`config.mk`:
```
export PLATFORM = sky130hd
export DESIGN_NAME = dmsc_top
export DESIGN_NICKNAME = d
export VERILOG_FILES = /design/src/shared/dmsc_pkg.sv /design/src/dmsc_sync.sv /design/src/dmsc_timer.sv /design/src/dmsc_top.sv
export SDC_FILE = /design/constraint.sdc
export NUM_CORES = 1
export LEC_CHECK = 0
export ABC_AREA = 1
export BUFFER_PORTS_ARGS = -buffer_cell sky130_fd_sc_hd__buf_2
export CAP_MARGIN = 20
export CORE_ASPECT_RATIO = 0.7
export CORE_MARGIN = 2
export CORE_UTILIZATION = 45
export DETAILED_ROUTE_END_ITERATION = 7
export PLACE_DENSITY = 0.65
export REMOVE_ABC_BUFFERS = 1
export SETUP_SLACK_MARGIN = 0.02
export SLEW_MARGIN = 20
export SYNTH_ARGS = -nofsm -noshare
export SYNTH_HDL_FRONTEND = slang
export SYNTH_HIERARCHICAL = 1
export SYNTH_SLANG_ARGS = --single-unit
```
`constraint.sdc`:
```
create_clock -name aclk -period 4.65 [get_ports aclk]
set_clock_uncertainty 0.05 [all_clocks]
set_input_delay 0.465 -clock aclk [delete_from_list [all_inputs] [get_ports aclk]]
set_output_delay 0.465 -clock aclk [all_outputs]
set_load 0.05 [all_outputs]
```
`src/shared/dmsc_pkg.sv`:
```
package dmsc_pkg;
  // ==========================================================
  // Widths and timing
  localparam int POS_W         = 16;
  localparam int CLK_HZ        = 25_000_000;
  localparam int TEACH_WIN_MS  = 1000;
  localparam int TEACH_WIN_CYC = CLK_HZ / 1000 * TEACH_WIN_MS;
  localparam int MS_CYC        = CLK_HZ / 1000;
  // ==========================================================
  // Register map
  localparam logic [7:0] OFS_CTRL   = 8'h00;
  localparam logic [7:0] OFS_HOLD   = 8'h04;
  localparam logic [7:0] OFS_PWIDTH = 8'h08;
  localparam logic [7:0] OFS_STATUS = 8'h0C;
  localparam logic [7:0] OFS_FLAGS  = 8'h10;
  localparam int CTRL_TEACH_DIS = 0;
  localparam int FLAG_TAUGHT    = 0;
  localparam int FLAG_MISSED    = 1;
  localparam int STAT_POS_LSB   = 0;
  localparam int STAT_STATE_LSB = 16;
  localparam int STAT_MODE_LSB  = 20;
  localparam logic [15:0]      HOLD_RST   = 16'h0BB8;
  localparam logic [POS_W-1:0] PWIDTH_RST = 16'h8000;
  localparam logic [POS_W-1:0] FULL_POS   = 16'hFFFF;
  localparam logic [1:0] RESP_OKAY   = 2'h0;
  localparam logic [1:0] RESP_SLVERR = 2'h2;
  // ==========================================================
  // Panel encodings and types
  localparam logic [1:0] SEL_AUTO  = 2'h0;
  localparam logic [1:0] SEL_CLOSE = 2'h1;
  localparam logic [1:0] SEL_OPEN  = 2'h2;
  typedef enum logic [1:0] {MODE_AUTO, MODE_CLOSED, MODE_OPEN} dmsc_mode_t;
  typedef enum logic [2:0] {ST_CLOSED, ST_OPENING, ST_HOLD, ST_CLOSING, ST_TEACH_STOP}
    dmsc_state_t;
  typedef struct packed {
    logic [1:0] main_sel;
    logic       exit_only;
    logic       partial;
    logic       present;
  } dmsc_panel_t;
  typedef struct packed {
    logic act_int;
    logic act_ext;
    logic presence;
    logic beam;
    logic at_closed;
    logic at_open;
  } dmsc_sense_t;
  typedef struct packed {
    logic open;
    logic close;
    logic creep;
    logic stop;
  } dmsc_cmd_t;
endpackage

```
`src/dmsc_sync.sv`:
```
`timescale 1ns/1ns
`default_nettype none
module dmsc_sync #(
  parameter int W = 1
) (
  // Clock and reset
  input  wire logic         aclk,
  input  wire logic         aresetn,
  // Data
  input  wire logic [W-1:0] d,
  output var  logic [W-1:0] q
);
  logic [W-1:0] meta_reg;

  // ==========================================================
  // Two-stage synchroniser, first stage feeds only the second
  always_ff @(posedge aclk)
  begin
    if (!aresetn)
    begin
      meta_reg <= '0;
      q        <= '0;
    end
    else
    begin
      meta_reg <= d;
      q        <= meta_reg;
    end
  end
endmodule
`default_nettype wire

```
`src/dmsc_timer.sv`:
```
`timescale 1ns/1ns
`default_nettype none
module dmsc_timer #(
  parameter int W   = 25,
  parameter int LEN = 25_000_000
) (
  // Clock and reset
  input  wire logic aclk,
  input  wire logic aresetn,
  // Control
  input  wire logic start,
  input  wire logic cancel,
  // Status
  output var  logic running,
  output var  logic expired
);
  logic [W-1:0] cnt_reg;

  if (LEN < 1 || LEN >= (2 ** W)) begin : g_chk
    $error("dmsc_timer: LEN does not fit W");
  end

  // ==========================================================
  // One-shot window; cancel wins over start
  always_ff @(posedge aclk)
  begin
    if (!aresetn || cancel)
    begin
      cnt_reg <= '0;
      running <= 1'b0;
      expired <= 1'b0;
    end
    else if (start)
    begin
      cnt_reg <= W'(LEN - 1);
      running <= 1'b1;
      expired <= 1'b0;
    end
    else if (running && cnt_reg == '0)
    begin
      running <= 1'b0;
      expired <= 1'b1;
    end
    else
    begin
      cnt_reg <= running ? cnt_reg - 1'b1 : cnt_reg;
      expired <= 1'b0;
    end
  end
endmodule
`default_nettype wire

```
`src/dmsc_top.sv`:
```
// The AXI4-Lite register port and the placing of the registers were chosen for this implementation.
`timescale 1ns/1ns
`default_nettype none
module dmsc_top #(
  parameter int TEACH_WIN_CYC = dmsc_pkg::TEACH_WIN_CYC,
  parameter int MS_CYC        = dmsc_pkg::MS_CYC
) (
  // Clock and reset
  input  wire logic                       aclk,
  input  wire logic                       aresetn,
  // AXI4-Lite slave
  input  wire logic [7:0]                 s_axi_awaddr,
  input  wire logic                       s_axi_awvalid,
  output var  logic                       s_axi_awready,
  input  wire logic [31:0]                s_axi_wdata,
  input  wire logic [3:0]                 s_axi_wstrb,
  input  wire logic                       s_axi_wvalid,
  output var  logic                       s_axi_wready,
  output var  logic [1:0]                 s_axi_bresp,
  output var  logic                       s_axi_bvalid,
  input  wire logic                       s_axi_bready,
  input  wire logic [7:0]                 s_axi_araddr,
  input  wire logic                       s_axi_arvalid,
  output var  logic                       s_axi_arready,
  output var  logic [31:0]                s_axi_rdata,
  output var  logic [1:0]                 s_axi_rresp,
  output var  logic                       s_axi_rvalid,
  input  wire logic                       s_axi_rready,
  // Panel and sensor pins
  input  wire dmsc_pkg::dmsc_panel_t      panel_pin,
  input  wire dmsc_pkg::dmsc_sense_t      sense_pin,
  // Door position from drive logic
  input  wire logic [dmsc_pkg::POS_W-1:0] door_pos,
  // Drive commands
  output var  dmsc_pkg::dmsc_cmd_t        drive_cmd,
  output var  logic [dmsc_pkg::POS_W-1:0] drive_target
);
  localparam int PW    = dmsc_pkg::POS_W;
  localparam int PIN_W = $bits(dmsc_pkg::dmsc_panel_t) + $bits(dmsc_pkg::dmsc_sense_t);

  if (MS_CYC < 1 || MS_CYC >= (2 ** 16)) begin : g_chk_ms
    $error("dmsc_top: MS_CYC out of range");
  end

  // ==========================================================
  // Helpers
  function automatic dmsc_pkg::dmsc_mode_t decode_mode(input dmsc_pkg::dmsc_panel_t p);
    dmsc_pkg::dmsc_mode_t m;
    m = dmsc_pkg::MODE_CLOSED;
    if (p.present)
    begin
      case (p.main_sel)
        dmsc_pkg::SEL_AUTO: m = dmsc_pkg::MODE_AUTO;
        dmsc_pkg::SEL_OPEN: m = dmsc_pkg::MODE_OPEN;
        default:            m = dmsc_pkg::MODE_CLOSED;
      endcase
    end
    return m;
  endfunction

  function automatic logic [31:0] merge(input logic [31:0] old, input logic [31:0] nw,
                                        input logic [3:0] strb);
    logic [31:0] r;
    r = old;
    for (int i = 0; i < 4; i++)
    begin
      if (strb[i])
        r[8*i +: 8] = nw[8*i +: 8];
    end
    return r;
  endfunction

  // ==========================================================
  // Pin synchronisation
  dmsc_pkg::dmsc_panel_t panel_s;
  dmsc_pkg::dmsc_sense_t sense_s;
  logic [PIN_W-1:0]      pins_s;

  dmsc_sync #(.W(PIN_W)) u_sync (
    .aclk    (aclk),
    .aresetn (aresetn),
    .d       ({panel_pin, sense_pin}),
    .q       (pins_s)
  );
  assign {panel_s, sense_s} = pins_s;

  // ==========================================================
  // Registers and state
  dmsc_pkg::dmsc_mode_t  mode;
  dmsc_pkg::dmsc_state_t state_reg;
  logic [31:0]    ctrl_reg;
  logic [15:0]    hold_ms_reg;
  logic [PW-1:0]  pwidth_reg;
  logic [1:0]     flags_reg;
  logic [7:0]     waddr_reg;
  logic [31:0]    wdata_reg;
  logic [3:0]     wstrb_reg;
  logic [31:0]    ctrl_wr;
  logic [31:0]    hold_wr;
  logic [31:0]    pwidth_wr;
  logic           do_write;
  logic [31:0]    rd_val;
  logic           rd_err;
  logic           activate;
  logic           busy;
  logic           reached;
  logic [PW-1:0]  target;
  logic [15:0]    pre_reg;
  logic [15:0]    held_ms_reg;
  logic           hold_done;
  logic           armed_reg;
  logic           partial_q_reg;
  logic           auto_q_reg;
  logic           part_first_reg;
  logic           cap_valid_reg;
  logic [PW-1:0]  cap_reg;
  logic           partial_rise;
  logic           auto_rise;
  logic           commit;
  logic           first_evt;
  logic           win_run;
  logic           win_exp;
  logic           disarm;

  assign mode = decode_mode(panel_s);
  // External sensor is blocked only while fully closed in one-direction mode
  assign activate = sense_s.act_int |
                    (sense_s.act_ext & ~(panel_s.exit_only & sense_s.at_closed));
  assign busy = activate | sense_s.presence | sense_s.beam;
  // Open mode always goes full width; auto honours the reduced width
  assign target = (mode == dmsc_pkg::MODE_AUTO && panel_s.partial) ? pwidth_reg
                : dmsc_pkg::FULL_POS;
  assign reached = sense_s.at_open | (door_pos >= target);

  // ==========================================================
  // AXI4-Lite write path
  assign do_write = ~s_axi_awready & ~s_axi_wready & ~s_axi_bvalid;
  // Byte-lane merge of the pending write into each register's current value
  assign ctrl_wr   = merge(ctrl_reg, wdata_reg, wstrb_reg);
  assign hold_wr   = merge({16'h0000, hold_ms_reg}, wdata_reg, wstrb_reg);
  assign pwidth_wr = merge({16'h0000, pwidth_reg}, wdata_reg, wstrb_reg);

  always_ff @(posedge aclk)
  begin
    if (!aresetn)
    begin
      s_axi_awready <= 1'b1;
      s_axi_wready  <= 1'b1;
      s_axi_bvalid  <= 1'b0;
      s_axi_bresp   <= dmsc_pkg::RESP_OKAY;
      waddr_reg     <= 8'h00;
      wdata_reg     <= 32'h00000000;
      wstrb_reg     <= 4'h0;
    end
    else
    begin
      if (s_axi_awready && s_axi_awvalid)
      begin
        s_axi_awready <= 1'b0;
        waddr_reg     <= s_axi_awaddr;
      end
      if (s_axi_wready && s_axi_wvalid)
      begin
        s_axi_wready <= 1'b0;
        wdata_reg    <= s_axi_wdata;
        wstrb_reg    <= s_axi_wstrb;
      end
      if (do_write)
      begin
        s_axi_awready <= 1'b1;
        s_axi_wready  <= 1'b1;
        s_axi_bvalid  <= 1'b1;
        case (waddr_reg)
          dmsc_pkg::OFS_CTRL, dmsc_pkg::OFS_HOLD, dmsc_pkg::OFS_PWIDTH,
          dmsc_pkg::OFS_STATUS, dmsc_pkg::OFS_FLAGS: s_axi_bresp <= dmsc_pkg::RESP_OKAY;
          default: s_axi_bresp <= dmsc_pkg::RESP_SLVERR;
        endcase
      end
      else if (s_axi_bvalid && s_axi_bready)
        s_axi_bvalid <= 1'b0;
    end
  end

  always_ff @(posedge aclk)
  begin
    if (!aresetn)
    begin
      ctrl_reg    <= 32'h00000000;
      hold_ms_reg <= dmsc_pkg::HOLD_RST;
    end
    else if (do_write && waddr_reg == dmsc_pkg::OFS_CTRL)
      ctrl_reg <= {31'h00000000, ctrl_wr[0]};
    else if (do_write && waddr_reg == dmsc_pkg::OFS_HOLD)
      hold_ms_reg <= hold_wr[15:0];
  end

  // Teach capture wins over a bus write in the same cycle
  always_ff @(posedge aclk)
  begin
    if (!aresetn)
      pwidth_reg <= dmsc_pkg::PWIDTH_RST;
    else if (commit)
      pwidth_reg <= auto_rise ? door_pos : cap_reg;
    else if (do_write && waddr_reg == dmsc_pkg::OFS_PWIDTH)
      pwidth_reg <= pwidth_wr[PW-1:0];
  end

  // Sticky flags, write one to clear; a new event wins over the clear
  always_ff @(posedge aclk)
  begin
    if (!aresetn)
      flags_reg <= 2'h0;
    else
    begin
      for (int i = 0; i < 2; i++)
      begin
        if ((i == dmsc_pkg::FLAG_TAUGHT) ? commit : win_exp)
          flags_reg[i] <= 1'b1;
        else if (do_write && waddr_reg == dmsc_pkg::OFS_FLAGS && wstrb_reg[0] && wdata_reg[i])
          flags_reg[i] <= 1'b0;
      end
    end
  end

  // ==========================================================
  // AXI4-Lite read path
  always_comb
  begin
    rd_val = 32'h00000000;
    rd_err = 1'b0;
    case (s_axi_araddr)
      dmsc_pkg::OFS_CTRL:   rd_val = ctrl_reg;
      dmsc_pkg::OFS_HOLD:   rd_val = {16'h0000, hold_ms_reg};
      dmsc_pkg::OFS_PWIDTH: rd_val = {16'h0000, pwidth_reg};
      dmsc_pkg::OFS_FLAGS:  rd_val = {30'h00000000, flags_reg};
      dmsc_pkg::OFS_STATUS:
      begin
        rd_val[dmsc_pkg::STAT_POS_LSB +: PW]  = door_pos;
        rd_val[dmsc_pkg::STAT_STATE_LSB +: 3] = state_reg;
        rd_val[dmsc_pkg::STAT_MODE_LSB +: 2]  = mode;
      end
      default: rd_err = 1'b1;
    endcase
  end

  always_ff @(posedge aclk)
  begin
    if (!aresetn)
    begin
      s_axi_arready <= 1'b1;
      s_axi_rvalid  <= 1'b0;
      s_axi_rdata   <= 32'h00000000;
      s_axi_rresp   <= dmsc_pkg::RESP_OKAY;
    end
    else if (s_axi_arready && s_axi_arvalid)
    begin
      s_axi_arready <= 1'b0;
      s_axi_rvalid  <= 1'b1;
      s_axi_rdata   <= rd_val;
      s_axi_rresp   <= rd_err ? dmsc_pkg::RESP_SLVERR : dmsc_pkg::RESP_OKAY;
    end
    else if (s_axi_rvalid && s_axi_rready)
    begin
      s_axi_arready <= 1'b1;
      s_axi_rvalid  <= 1'b0;
    end
  end

  // ==========================================================
  // Hold-open timer, restarted by any sensor activity
  assign hold_done = held_ms_reg >= hold_ms_reg;

  always_ff @(posedge aclk)
  begin
    if (!aresetn || state_reg != dmsc_pkg::ST_HOLD || busy)
    begin
      pre_reg     <= 16'h0000;
      held_ms_reg <= 16'h0000;
    end
    else if (pre_reg == 16'(MS_CYC - 1))
    begin
      pre_reg     <= 16'h0000;
      held_ms_reg <= hold_done ? held_ms_reg : held_ms_reg + 1'b1;
    end
    else
      pre_reg <= pre_reg + 1'b1;
  end

  // ==========================================================
  // Panel teaching of the partial width
  assign partial_rise = panel_s.partial & ~partial_q_reg;
  assign auto_rise    = (mode == dmsc_pkg::MODE_AUTO) & ~auto_q_reg;
  // Both changes inside one window, or both in one cycle
  assign commit = armed_reg & ((auto_rise & (partial_rise | (win_run & part_first_reg))) |
                  (partial_rise & win_run & cap_valid_reg));
  assign first_evt = armed_reg & ~win_run & ~commit & (partial_rise | auto_rise);
  // A missed window drops the attempt and sets the missed flag
  assign disarm = commit | win_exp | (mode == dmsc_pkg::MODE_CLOSED);

  dmsc_timer #(.W(25), .LEN(TEACH_WIN_CYC)) u_win (
    .aclk    (aclk),
    .aresetn (aresetn),
    .start   (first_evt),
    .cancel  (disarm & ~win_exp),
    .running (win_run),
    .expired (win_exp)
  );

  always_ff @(posedge aclk)
  begin
    if (!aresetn)
    begin
      armed_reg      <= 1'b0;
      partial_q_reg  <= 1'b0;
      auto_q_reg     <= 1'b0;
      part_first_reg <= 1'b0;
      cap_valid_reg  <= 1'b0;
      cap_reg        <= '0;
    end
    else
    begin
      partial_q_reg <= panel_s.partial;
      auto_q_reg    <= (mode == dmsc_pkg::MODE_AUTO);
      if (disarm)
      begin
        armed_reg      <= 1'b0;
        part_first_reg <= 1'b0;
        cap_valid_reg  <= 1'b0;
      end
      // Arm only when a creep opening starts from closed with reduced width off
      else if (state_reg == dmsc_pkg::ST_CLOSED && mode == dmsc_pkg::MODE_OPEN &&
               !panel_s.partial && !ctrl_reg[dmsc_pkg::CTRL_TEACH_DIS])
        armed_reg <= 1'b1;
      else if (first_evt)
      begin
        part_first_reg <= partial_rise;
        cap_valid_reg  <= auto_rise;
        cap_reg        <= door_pos;
      end
    end
  end

  // ==========================================================
  // Door sequencing
  always_ff @(posedge aclk)
  begin
    if (!aresetn)
      state_reg <= dmsc_pkg::ST_CLOSED;
    else if (commit)
      state_reg <= dmsc_pkg::ST_TEACH_STOP;
    else
    begin
      case (state_reg)
        dmsc_pkg::ST_CLOSED:
          if (mode == dmsc_pkg::MODE_OPEN || (mode == dmsc_pkg::MODE_AUTO && activate))
            state_reg <= dmsc_pkg::ST_OPENING;
        dmsc_pkg::ST_OPENING:
          if (mode == dmsc_pkg::MODE_CLOSED)
            state_reg <= dmsc_pkg::ST_CLOSING;
          else if (reached)
            state_reg <= dmsc_pkg::ST_HOLD;
        dmsc_pkg::ST_HOLD:
          if (mode == dmsc_pkg::MODE_CLOSED)
            state_reg <= dmsc_pkg::ST_CLOSING;
          else if (mode == dmsc_pkg::MODE_AUTO && !reached)
            state_reg <= dmsc_pkg::ST_OPENING;
          else if (mode == dmsc_pkg::MODE_AUTO && !busy && hold_done)
            state_reg <= dmsc_pkg::ST_CLOSING;
        dmsc_pkg::ST_CLOSING:
          if (mode == dmsc_pkg::MODE_OPEN || (mode == dmsc_pkg::MODE_AUTO && busy))
            state_reg <= dmsc_pkg::ST_OPENING;
          else if (sense_s.at_closed)
            state_reg <= dmsc_pkg::ST_CLOSED;
        dmsc_pkg::ST_TEACH_STOP:
          state_reg <= dmsc_pkg::ST_CLOSING;
        default:
          state_reg <= dmsc_pkg::ST_CLOSING;
      endcase
    end
  end

  // Commands lag the state by one cycle so every output is a flop
  always_ff @(posedge aclk)
  begin
    if (!aresetn)
    begin
      drive_cmd    <= '{open: 1'b0, close: 1'b0, creep: 1'b0, stop: 1'b1};
      drive_target <= '0;
    end
    else
    begin
      drive_cmd.open  <= (state_reg == dmsc_pkg::ST_OPENING);
      drive_cmd.close <= (state_reg == dmsc_pkg::ST_CLOSING);
      drive_cmd.creep <= (mode == dmsc_pkg::MODE_OPEN);
      drive_cmd.stop  <= (state_reg != dmsc_pkg::ST_OPENING) &&
                         (state_reg != dmsc_pkg::ST_CLOSING);
      drive_target    <= target;
    end
  end
endmodule
`default_nettype wire

```
# Yosys cells after proc, flatten, opt, wreduce, memory -nomap -nowiden

Cells that the tools add are included.

Register bits: 216
Input bits: 86
Output and inout bits: 61
Logic and storage cells: 215

$add $sub $neg: 3
Order comparisons: 2
Equality and inequality tests: 27
Muxes and demuxes: 38
Bitwise logic cells: 39
Reductions and logical operators: 67

Operators with widths:

| cell                                                | number |
|---|---|
| case mux 19 bit (5 select lines)                    | 1 |
| 2-to-1 mux 25 bit                                   | 3 |
| 2-to-1 mux 16 bit                                   | 4 |
| adder 16 x 1 -> 16 bit (second input constant)      | 2 |
| == test 8 x 4 -> 1 bit (second input constant)      | 4 |
| greater-or-equal comparator 16 bit                  | 2 |
| 2-to-1 mux 3 bit                                    | 9 |
| zero test 25 bit                                    | 1 |
| subtractor 25 x 1 -> 25 bit (second input constant) | 1 |
| logical AND 1 bit                                   | 23 |
| nonzero test 2 bit                                  | 9 |
| == test 16 x 15 -> 1 bit (second input constant)    | 1 |
| == test 8 x 3 -> 1 bit (second input constant)      | 2 |
| == test 8 x 5 -> 1 bit (second input constant)      | 2 |
| zero test 8 bit                                     | 2 |
| 2-to-1 mux 8 bit                                    | 2 |
| AND 1 bit                                           | 15 |
| inverter 1 bit                                      | 15 |
| AND reduction 2 bit                                 | 7 |
| 2-to-1 mux 1 bit                                    | 13 |
| != test 3 x 2 -> 1 bit (second input constant)      | 4 |
| case mux 3 bit (4 select lines)                     | 1 |
| OR reduction 2 bit                                  | 5 |
| OR reduction 5 bit                                  | 2 |
| 20 further kinds                                    | 46 |

# Depth between registers and ports, before layout

Depth after elaboration: 14
Mapped depth: 22

# By module

The synthesis kept the hierarchy.

By module, submodules not included:

| module     | times used | cells an instance | area each (sq um) | sequential area each (sq um) |
|---|---|---|---|---|
| dmsc_top   | 1          | 1111              | 7925.1            | 3303.2 |
| dmsc_timer | 1          | 285               | 1762.9            | 540.5 |
| dmsc_sync  | 1          | 68                | 628.1             | 440.4 |

# Worst setup path after synthesis

OpenSTA, ideal clock, no wires.

Path kind: flip-flop to flip-flop
Start: register u_sync.q[9]
End: register state_reg[1]
Setup time: 0.115 ns
Data arrival time: 2.125 ns
Data required time: 4.485 ns
Slack: 2.360 ns
Cell stages (with the launch flop): 17
Period minus slack after synthesis: 2.290 ns
Cells stage by stage: dfxtp_1 -> inv_2 -> nand2_4 -> nor2_8 -> inv_1 -> nor2_1 -> inv_1 -> clkbuf_1 -> nor2_1 -> ha_1 -> nand2_1 -> nor4_1 -> nand2_1 -> nand3_1 -> nand3_1 -> a21oi_1 -> nor2_1

Cells in the longest elaborated chain, start to end: 13

RTL lines:

| element                                                 | line            | RTL |
|---|---|---|
| start: declaration                                      | dmsc_sync.sv:11 | `output var logic [W-1:0] q` |
| start signal: assignment                                | dmsc_sync.sv:27 | `q <= meta_reg;` |
| == test 2 bit / zero test 2 bit (equally long branches) | dmsc_top.sv:52  | `case (p.main_sel)` |
| case mux 2 bit (2 select lines) *                       | dmsc_top.sv:52  |  |
| 2-to-1 mux 2 bit *                                      | dmsc_top.sv:50  | `if (p.present)` |
| zero test 2 bit                                         | -               |  |
| logical AND 1 bit                                       | dmsc_top.sv:131 | `assign target = (mode == dmsc_pkg::MODE_AUTO && panel_s.partial) ? pwidth_reg` |
| 2-to-1 mux 16 bit                                       | dmsc_top.sv:131 |  |
| greater-or-equal comparator 16 bit                      | dmsc_top.sv:133 | `assign reached = sense_s.at_open \| (door_pos >= target);` |
| bitwise OR 1 bit                                        | dmsc_top.sv:133 |  |
| zero test 1 bit                                         | dmsc_top.sv:365 | `else if (mode == dmsc_pkg::MODE_AUTO && !reached)` |
| logical AND 1 bit                                       | dmsc_top.sv:365 |  |
| 2-to-1 mux 3 bit                                        | dmsc_top.sv:365 |  |
| 2-to-1 mux 3 bit                                        | dmsc_top.sv:363 | `if (mode == dmsc_pkg::MODE_CLOSED)` |
| case mux 3 bit (4 select lines)                         | dmsc_top.sv:353 | `case (state_reg)` |
| end signal: assignment                                  | dmsc_top.sv:356 | `state_reg <= dmsc_pkg::ST_OPENING;` |
| end signal: assignment                                  | dmsc_top.sv:364 | `state_reg <= dmsc_pkg::ST_CLOSING;` |
| end signal: assignment                                  | dmsc_top.sv:366 | `state_reg <= dmsc_pkg::ST_OPENING;` |
| end: declaration                                        | dmsc_top.sv:90  | `dmsc_pkg::dmsc_state_t state_reg;` |

Mark *: on every way between the ends. The rest lies on a longest branch, timed or not.
A chain may end at the register's enable or synchronous reset.

# Worst setup path in the final report

Start: register u_sync.q[9]
End: register u_win.cnt_reg[10]

Cells in the longest elaborated chain, start to end: 13

RTL lines:

| element                                                 | line             | RTL |
|---|---|---|
| == test 2 bit / zero test 2 bit (equally long branches) | dmsc_top.sv:52   |  |
| case mux 2 bit (2 select lines) *                       | dmsc_top.sv:52   |  |
| 2-to-1 mux 2 bit *                                      | dmsc_top.sv:50   |  |
| zero test 2 bit                                         | dmsc_top.sv:292  | `assign auto_rise = (mode == dmsc_pkg::MODE_AUTO) & ~auto_q_reg;` |
| AND 1 bit                                               | dmsc_top.sv:292  |  |
| AND 1 bit                                               | dmsc_top.sv:294  | `assign commit = armed_reg & ((auto_rise & (partial_rise \| (win_run & part_first_reg))) \|` |
| bitwise OR 1 bit                                        | dmsc_top.sv:294  |  |
| AND 1 bit                                               | dmsc_top.sv:294  |  |
| bitwise OR 1 bit (2 in a row)                           | dmsc_top.sv:298  | `assign disarm = commit \| win_exp \| (mode == dmsc_pkg::MODE_CLOSED);` |
| AND 1 bit                                               | dmsc_top.sv:304  | `.cancel (disarm & ~win_exp),` |
| logical OR 1 bit                                        | dmsc_timer.sv:27 | `if (!aresetn \|\| cancel)` |
| OR reduction 2 bit (no line) *                          | -                |  |
| end signal: assignment                                  | dmsc_timer.sv:35 | `cnt_reg <= W'(LEN - 1);` |
| end signal: assignment                                  | dmsc_timer.sv:46 | `cnt_reg <= running ? cnt_reg - 1'b1 : cnt_reg;` |
| end: declaration                                        | dmsc_timer.sv:17 | `logic [W-1:0] cnt_reg;` |

Marked as above.

==> impl_metrics.py <==
metrics = {
    "run_status": {
        "status": "completed",
    },
    "cts": {
        "path_clk_slew_ns": 0.06,
        "cts_buffers": 23,
        "insertion_delay_ns": 0.50,
        "htreeDepth": 1,
        "cts_sinks": 214,
        "post_cts_buffers": 0,
        "cts_resized": 0,
        "cts_buffer_depth": 3,
        "cts_hold_buf": 0,
        "cts_tree": "built",
        "root_buffer": "clkbuf_16",
    },
    "timing": {
        "relSlewSlack_pct": 29.9,
        "slew_violations": 0,
        "rsz0062_at_grt": "false",
        "setup_viol": 0,
        "min_period_ns": 3.40,
        "holdWs_ns": 0.0909,
        "max_freq_mhz": 294,
        "tns_ns": 0,
        "tightest_slew_ns": 1.05,
        "worst_slack_ns": 1.25,
        "finalHoldViolations": 0,
        "finalCritPeriodShare_pct": 73.2,
    },
    "setup_path": {
        "critPathTopFamily": "simple AND/OR/NAND/NOR gates",
        "critPathMaxFanout": 34,
        "worstPathCellList": "inv_2, nand2_4, nor2_8, nand2_8, o21ai_4, nand2_2, inv_2, nor2_2, nor2_1, nor2_1, inv_1, nor2_1, inv_1, a21oi_1",
        "path_class": "reg2reg",
        "r2r_start": "u_sync/q[9]$_SDFF_PN0_",
        "rr_endpoint": "u_win/cnt_reg[10]$_SDFFE_PP0P_",
        "cp-end-kind": "flop",
        "arrival_ns": 3.78,
        "rrSetupSlack_ns": 1.25,
        "cp_data_required_time_ns": 5.03,
        "cp_num_buf_inv": 4,
        "cpMostUsedCell": "nor2_1",
        "rr_worst_depth": 14,
        "critPathSlowestCell": "nor2_1",
        "slowest_delay_ns": 0.68,
        "worstSetupStartpointType": "flop",
    },
    "detailed_routing": {
        "wl_per_cell_um": 14.3,
        "drt_iter0_markers": 617,
        "antenna_left": 0,
        "dr.pass1.iters": 5,
        "route.top_layer_used": "met5",
        "wl_met3_um": 1750,
        "route.detailed.drc": 0,
        "vias": 9455,
        "routed_wl_um": 27000,
        "wl_met1_um": 13800,
        "dr_wl_met2_um": 11000,
        "avgViaCountPerCell": 5.02,
    },
    "yosys": {
        "netlist_area_sq_um": 10300,
        "syn_inst": 1464,
        "ys_seq_area_share_pct": 41.5,
        "ys_seq_elements": 214,
        "yosys.area.top_type_share_pct": 41.5,
        "yosysUniqueCellTypes": 47,
        "yosysWarnings": 6,
        "synth_area_leaders": "dfxtp_1, nand2_1, inv_1, nor2_1, o21ai_0",
        "synth_area_leader_cell": "dfxtp_1",
        "synth.avg_cell_area_sq_um": 7.05,
    },
    "worst_hold_path": {
        "hold_path_class": "in2reg",
        "whs_endpoint": "u_sync/meta_reg[3]$_SDFF_PN0_",
        "hold_depth": 3,
        "worst_hold_startpoint": "sense_pin[3]",
    },
    "die": {
        "core_area_sq_um": 22600,
        "die_w_um": 185,
        "ios": 147,
        "row_count": 46,
        "initial_core_util_pct": 45.7,
        "dieArea_sq_um": 24200,
        "die_y_um": 131,
    },
    "power": {
        "internal-power_mw": 3.06,
        "p_total_mw": 4.13,
        "clkPwrFrac_pct": 43.6,
        "p_switching_mw": 1.07,
        "leakage_nw": 5.39,
        "p_comb_share_pct": 9.6,
        "power_frac_seq_pct": 46.8,
        "p_sw_share_pct": 25.9,
        "vdd_drop_max_mv": 0.266,
        "power_density_nw_per_um2": 351,
    },
    "final_layout": {
        "fillers": 2273,
        "largest_reg_flops": 25,
        "finalCoreUtilization_pct": 52.2,
        "drive_gt1_share_pct": 12.8,
        "final_area_sq_um": 11800,
        "area_delta_synth_final_pct": 14.2,
        "fin_cells": 1885,
        "mostFrequentLayoutCells": "nand2_1, dfxtp_1, inv_1, nor2_1, o21ai_0",
        "fin_nets": 1681,
        "layout_commonest_cell": "nand2_1",
    },
    "global_route": {
        "grt_first_pass_wirelength_um": 42400,
        "grtUsageTotal_pct": 22.1,
        "antenna_found_initial": 3,
        "gr-total-overflow": 0,
        "grt_max_degree": 94,
        "grt_pass1_vias": 8056,
    },
    "placed_design": {
        "io_buffers": 115,
        "post-dp-hpwl_um": 18800,
        "dp_slack_ns": 1.21,
        "dpl_cell_area_sq_um": 11000,
        "dp_cells": 1846,
        "place_congestion": 0.883,
    },
    "flow_run": {
        "maxCapViolations": 0,
    },
}
## kinds of logic (layout without fill, tap and decap cells)
| group | count (synthesis) | in the layout | synth area share, % |
|---|---|---|---|
| and+or+nand+nor | 677 | 677 | 28.9 |
| AOI/OAI and AO/OA | 266 | 266 | 13.8 |
| buffers and inverters | 262 | 357 | 10.7 |
| DFF | 214 | 214 | 41.5 |
| adders and majority gates | 36 | 36 | 4.37 |
| xor gates and xnor gates | 8 | 8 | 0.679 |
| other | 1 | 15 | 0.0364 |
## tightest hold or removal path, delay by kind of cell
kind | cells | cell delay, ns
buffers and inverters | 2 | 0.11
AND/OR/NAND/NOR | 1 | 0.04
## worst max-delay path by stage
stage               slack, ns                             end  cells after the start                       start
finish                   1.25  u_win/cnt_reg[10]$_SDFFE_PP0P_                     14      u_sync/q[9]$_SDFF_PN0_
CTS                      1.19  u_win/cnt_reg[10]$_SDFFE_PP0P_                     14      u_sync/q[9]$_SDFF_PN0_
global route             0.86  u_win/cnt_reg[10]$_SDFFE_PP0P_                     14      u_sync/q[9]$_SDFF_PN0_
detailed placement       1.21  u_win/cnt_reg[10]$_SDFFE_PP0P_                     14      u_sync/q[9]$_SDFF_PN0_
global placement         1.35  u_win/cnt_reg[15]$_SDFFE_PP0P_                     14      u_sync/q[9]$_SDFF_PN0_
floorplan                1.99        u_win/expired$_SDFF_PP0_                     11  u_win/running$_SDFFE_PP0P_
## synthesized netlist by cell type (all sizes together)
library cell,number
nand3,90
clkbuf,27
xnor2,3
nor3,41
xor2,5
o2111ai,1
conb,1
a31oi,4
and2,2
nand2,311
o211ai,22
nor4,6
o21bai,2
a21o,1
or3,1
o31ai,1
clkinv,2
inv,194
nor2,194
or2,3
ha,36
nor3b,1
a32o,1
o21ai,129
nand3b,4
a21oi,104
a211oi,1
nand4,24
buf,39
dfxtp,214
## layout make-up
| class | instances | area [sq um] | area share [%] |
|---|---|---|---|
| antenna | 2 | 5.00 | 0.0425 |
| clock buffer | 28 | 624 | 5.30 |
| clock inverter | 9 | 104 | 0.882 |
| inverter | 196 | 743 | 6.31 |
| multi-input combinational | 1000 | 4980 | 42.3 |
| sequential | 214 | 4280 | 36.4 |
| tap | 312 | 390 | 3.31 |
| timing repair buffer | 124 | 646 | 5.48 |
## routing by layer
metal / vias to the layer above / global-route usage (%)
met2: 269 / 32.9
met3: 31 / 4.13
met5: - / 0
met1: 4259 / 33.1
li1: 4894 / -
met4: 2 / 4.58
## power by group through the flow
stage,clock network [mW],registers [mW],logic (mW)
after CTS,1.83,1.93,0.395
after global placement,0,1.97,0.389
after detailed placement,0,1.97,0.394
final,1.80,1.93,0.396
after global routing,1.91,1.94,0.442
after floorplan,0,2.03,0.191
Power figures use the tool's default switching activity.
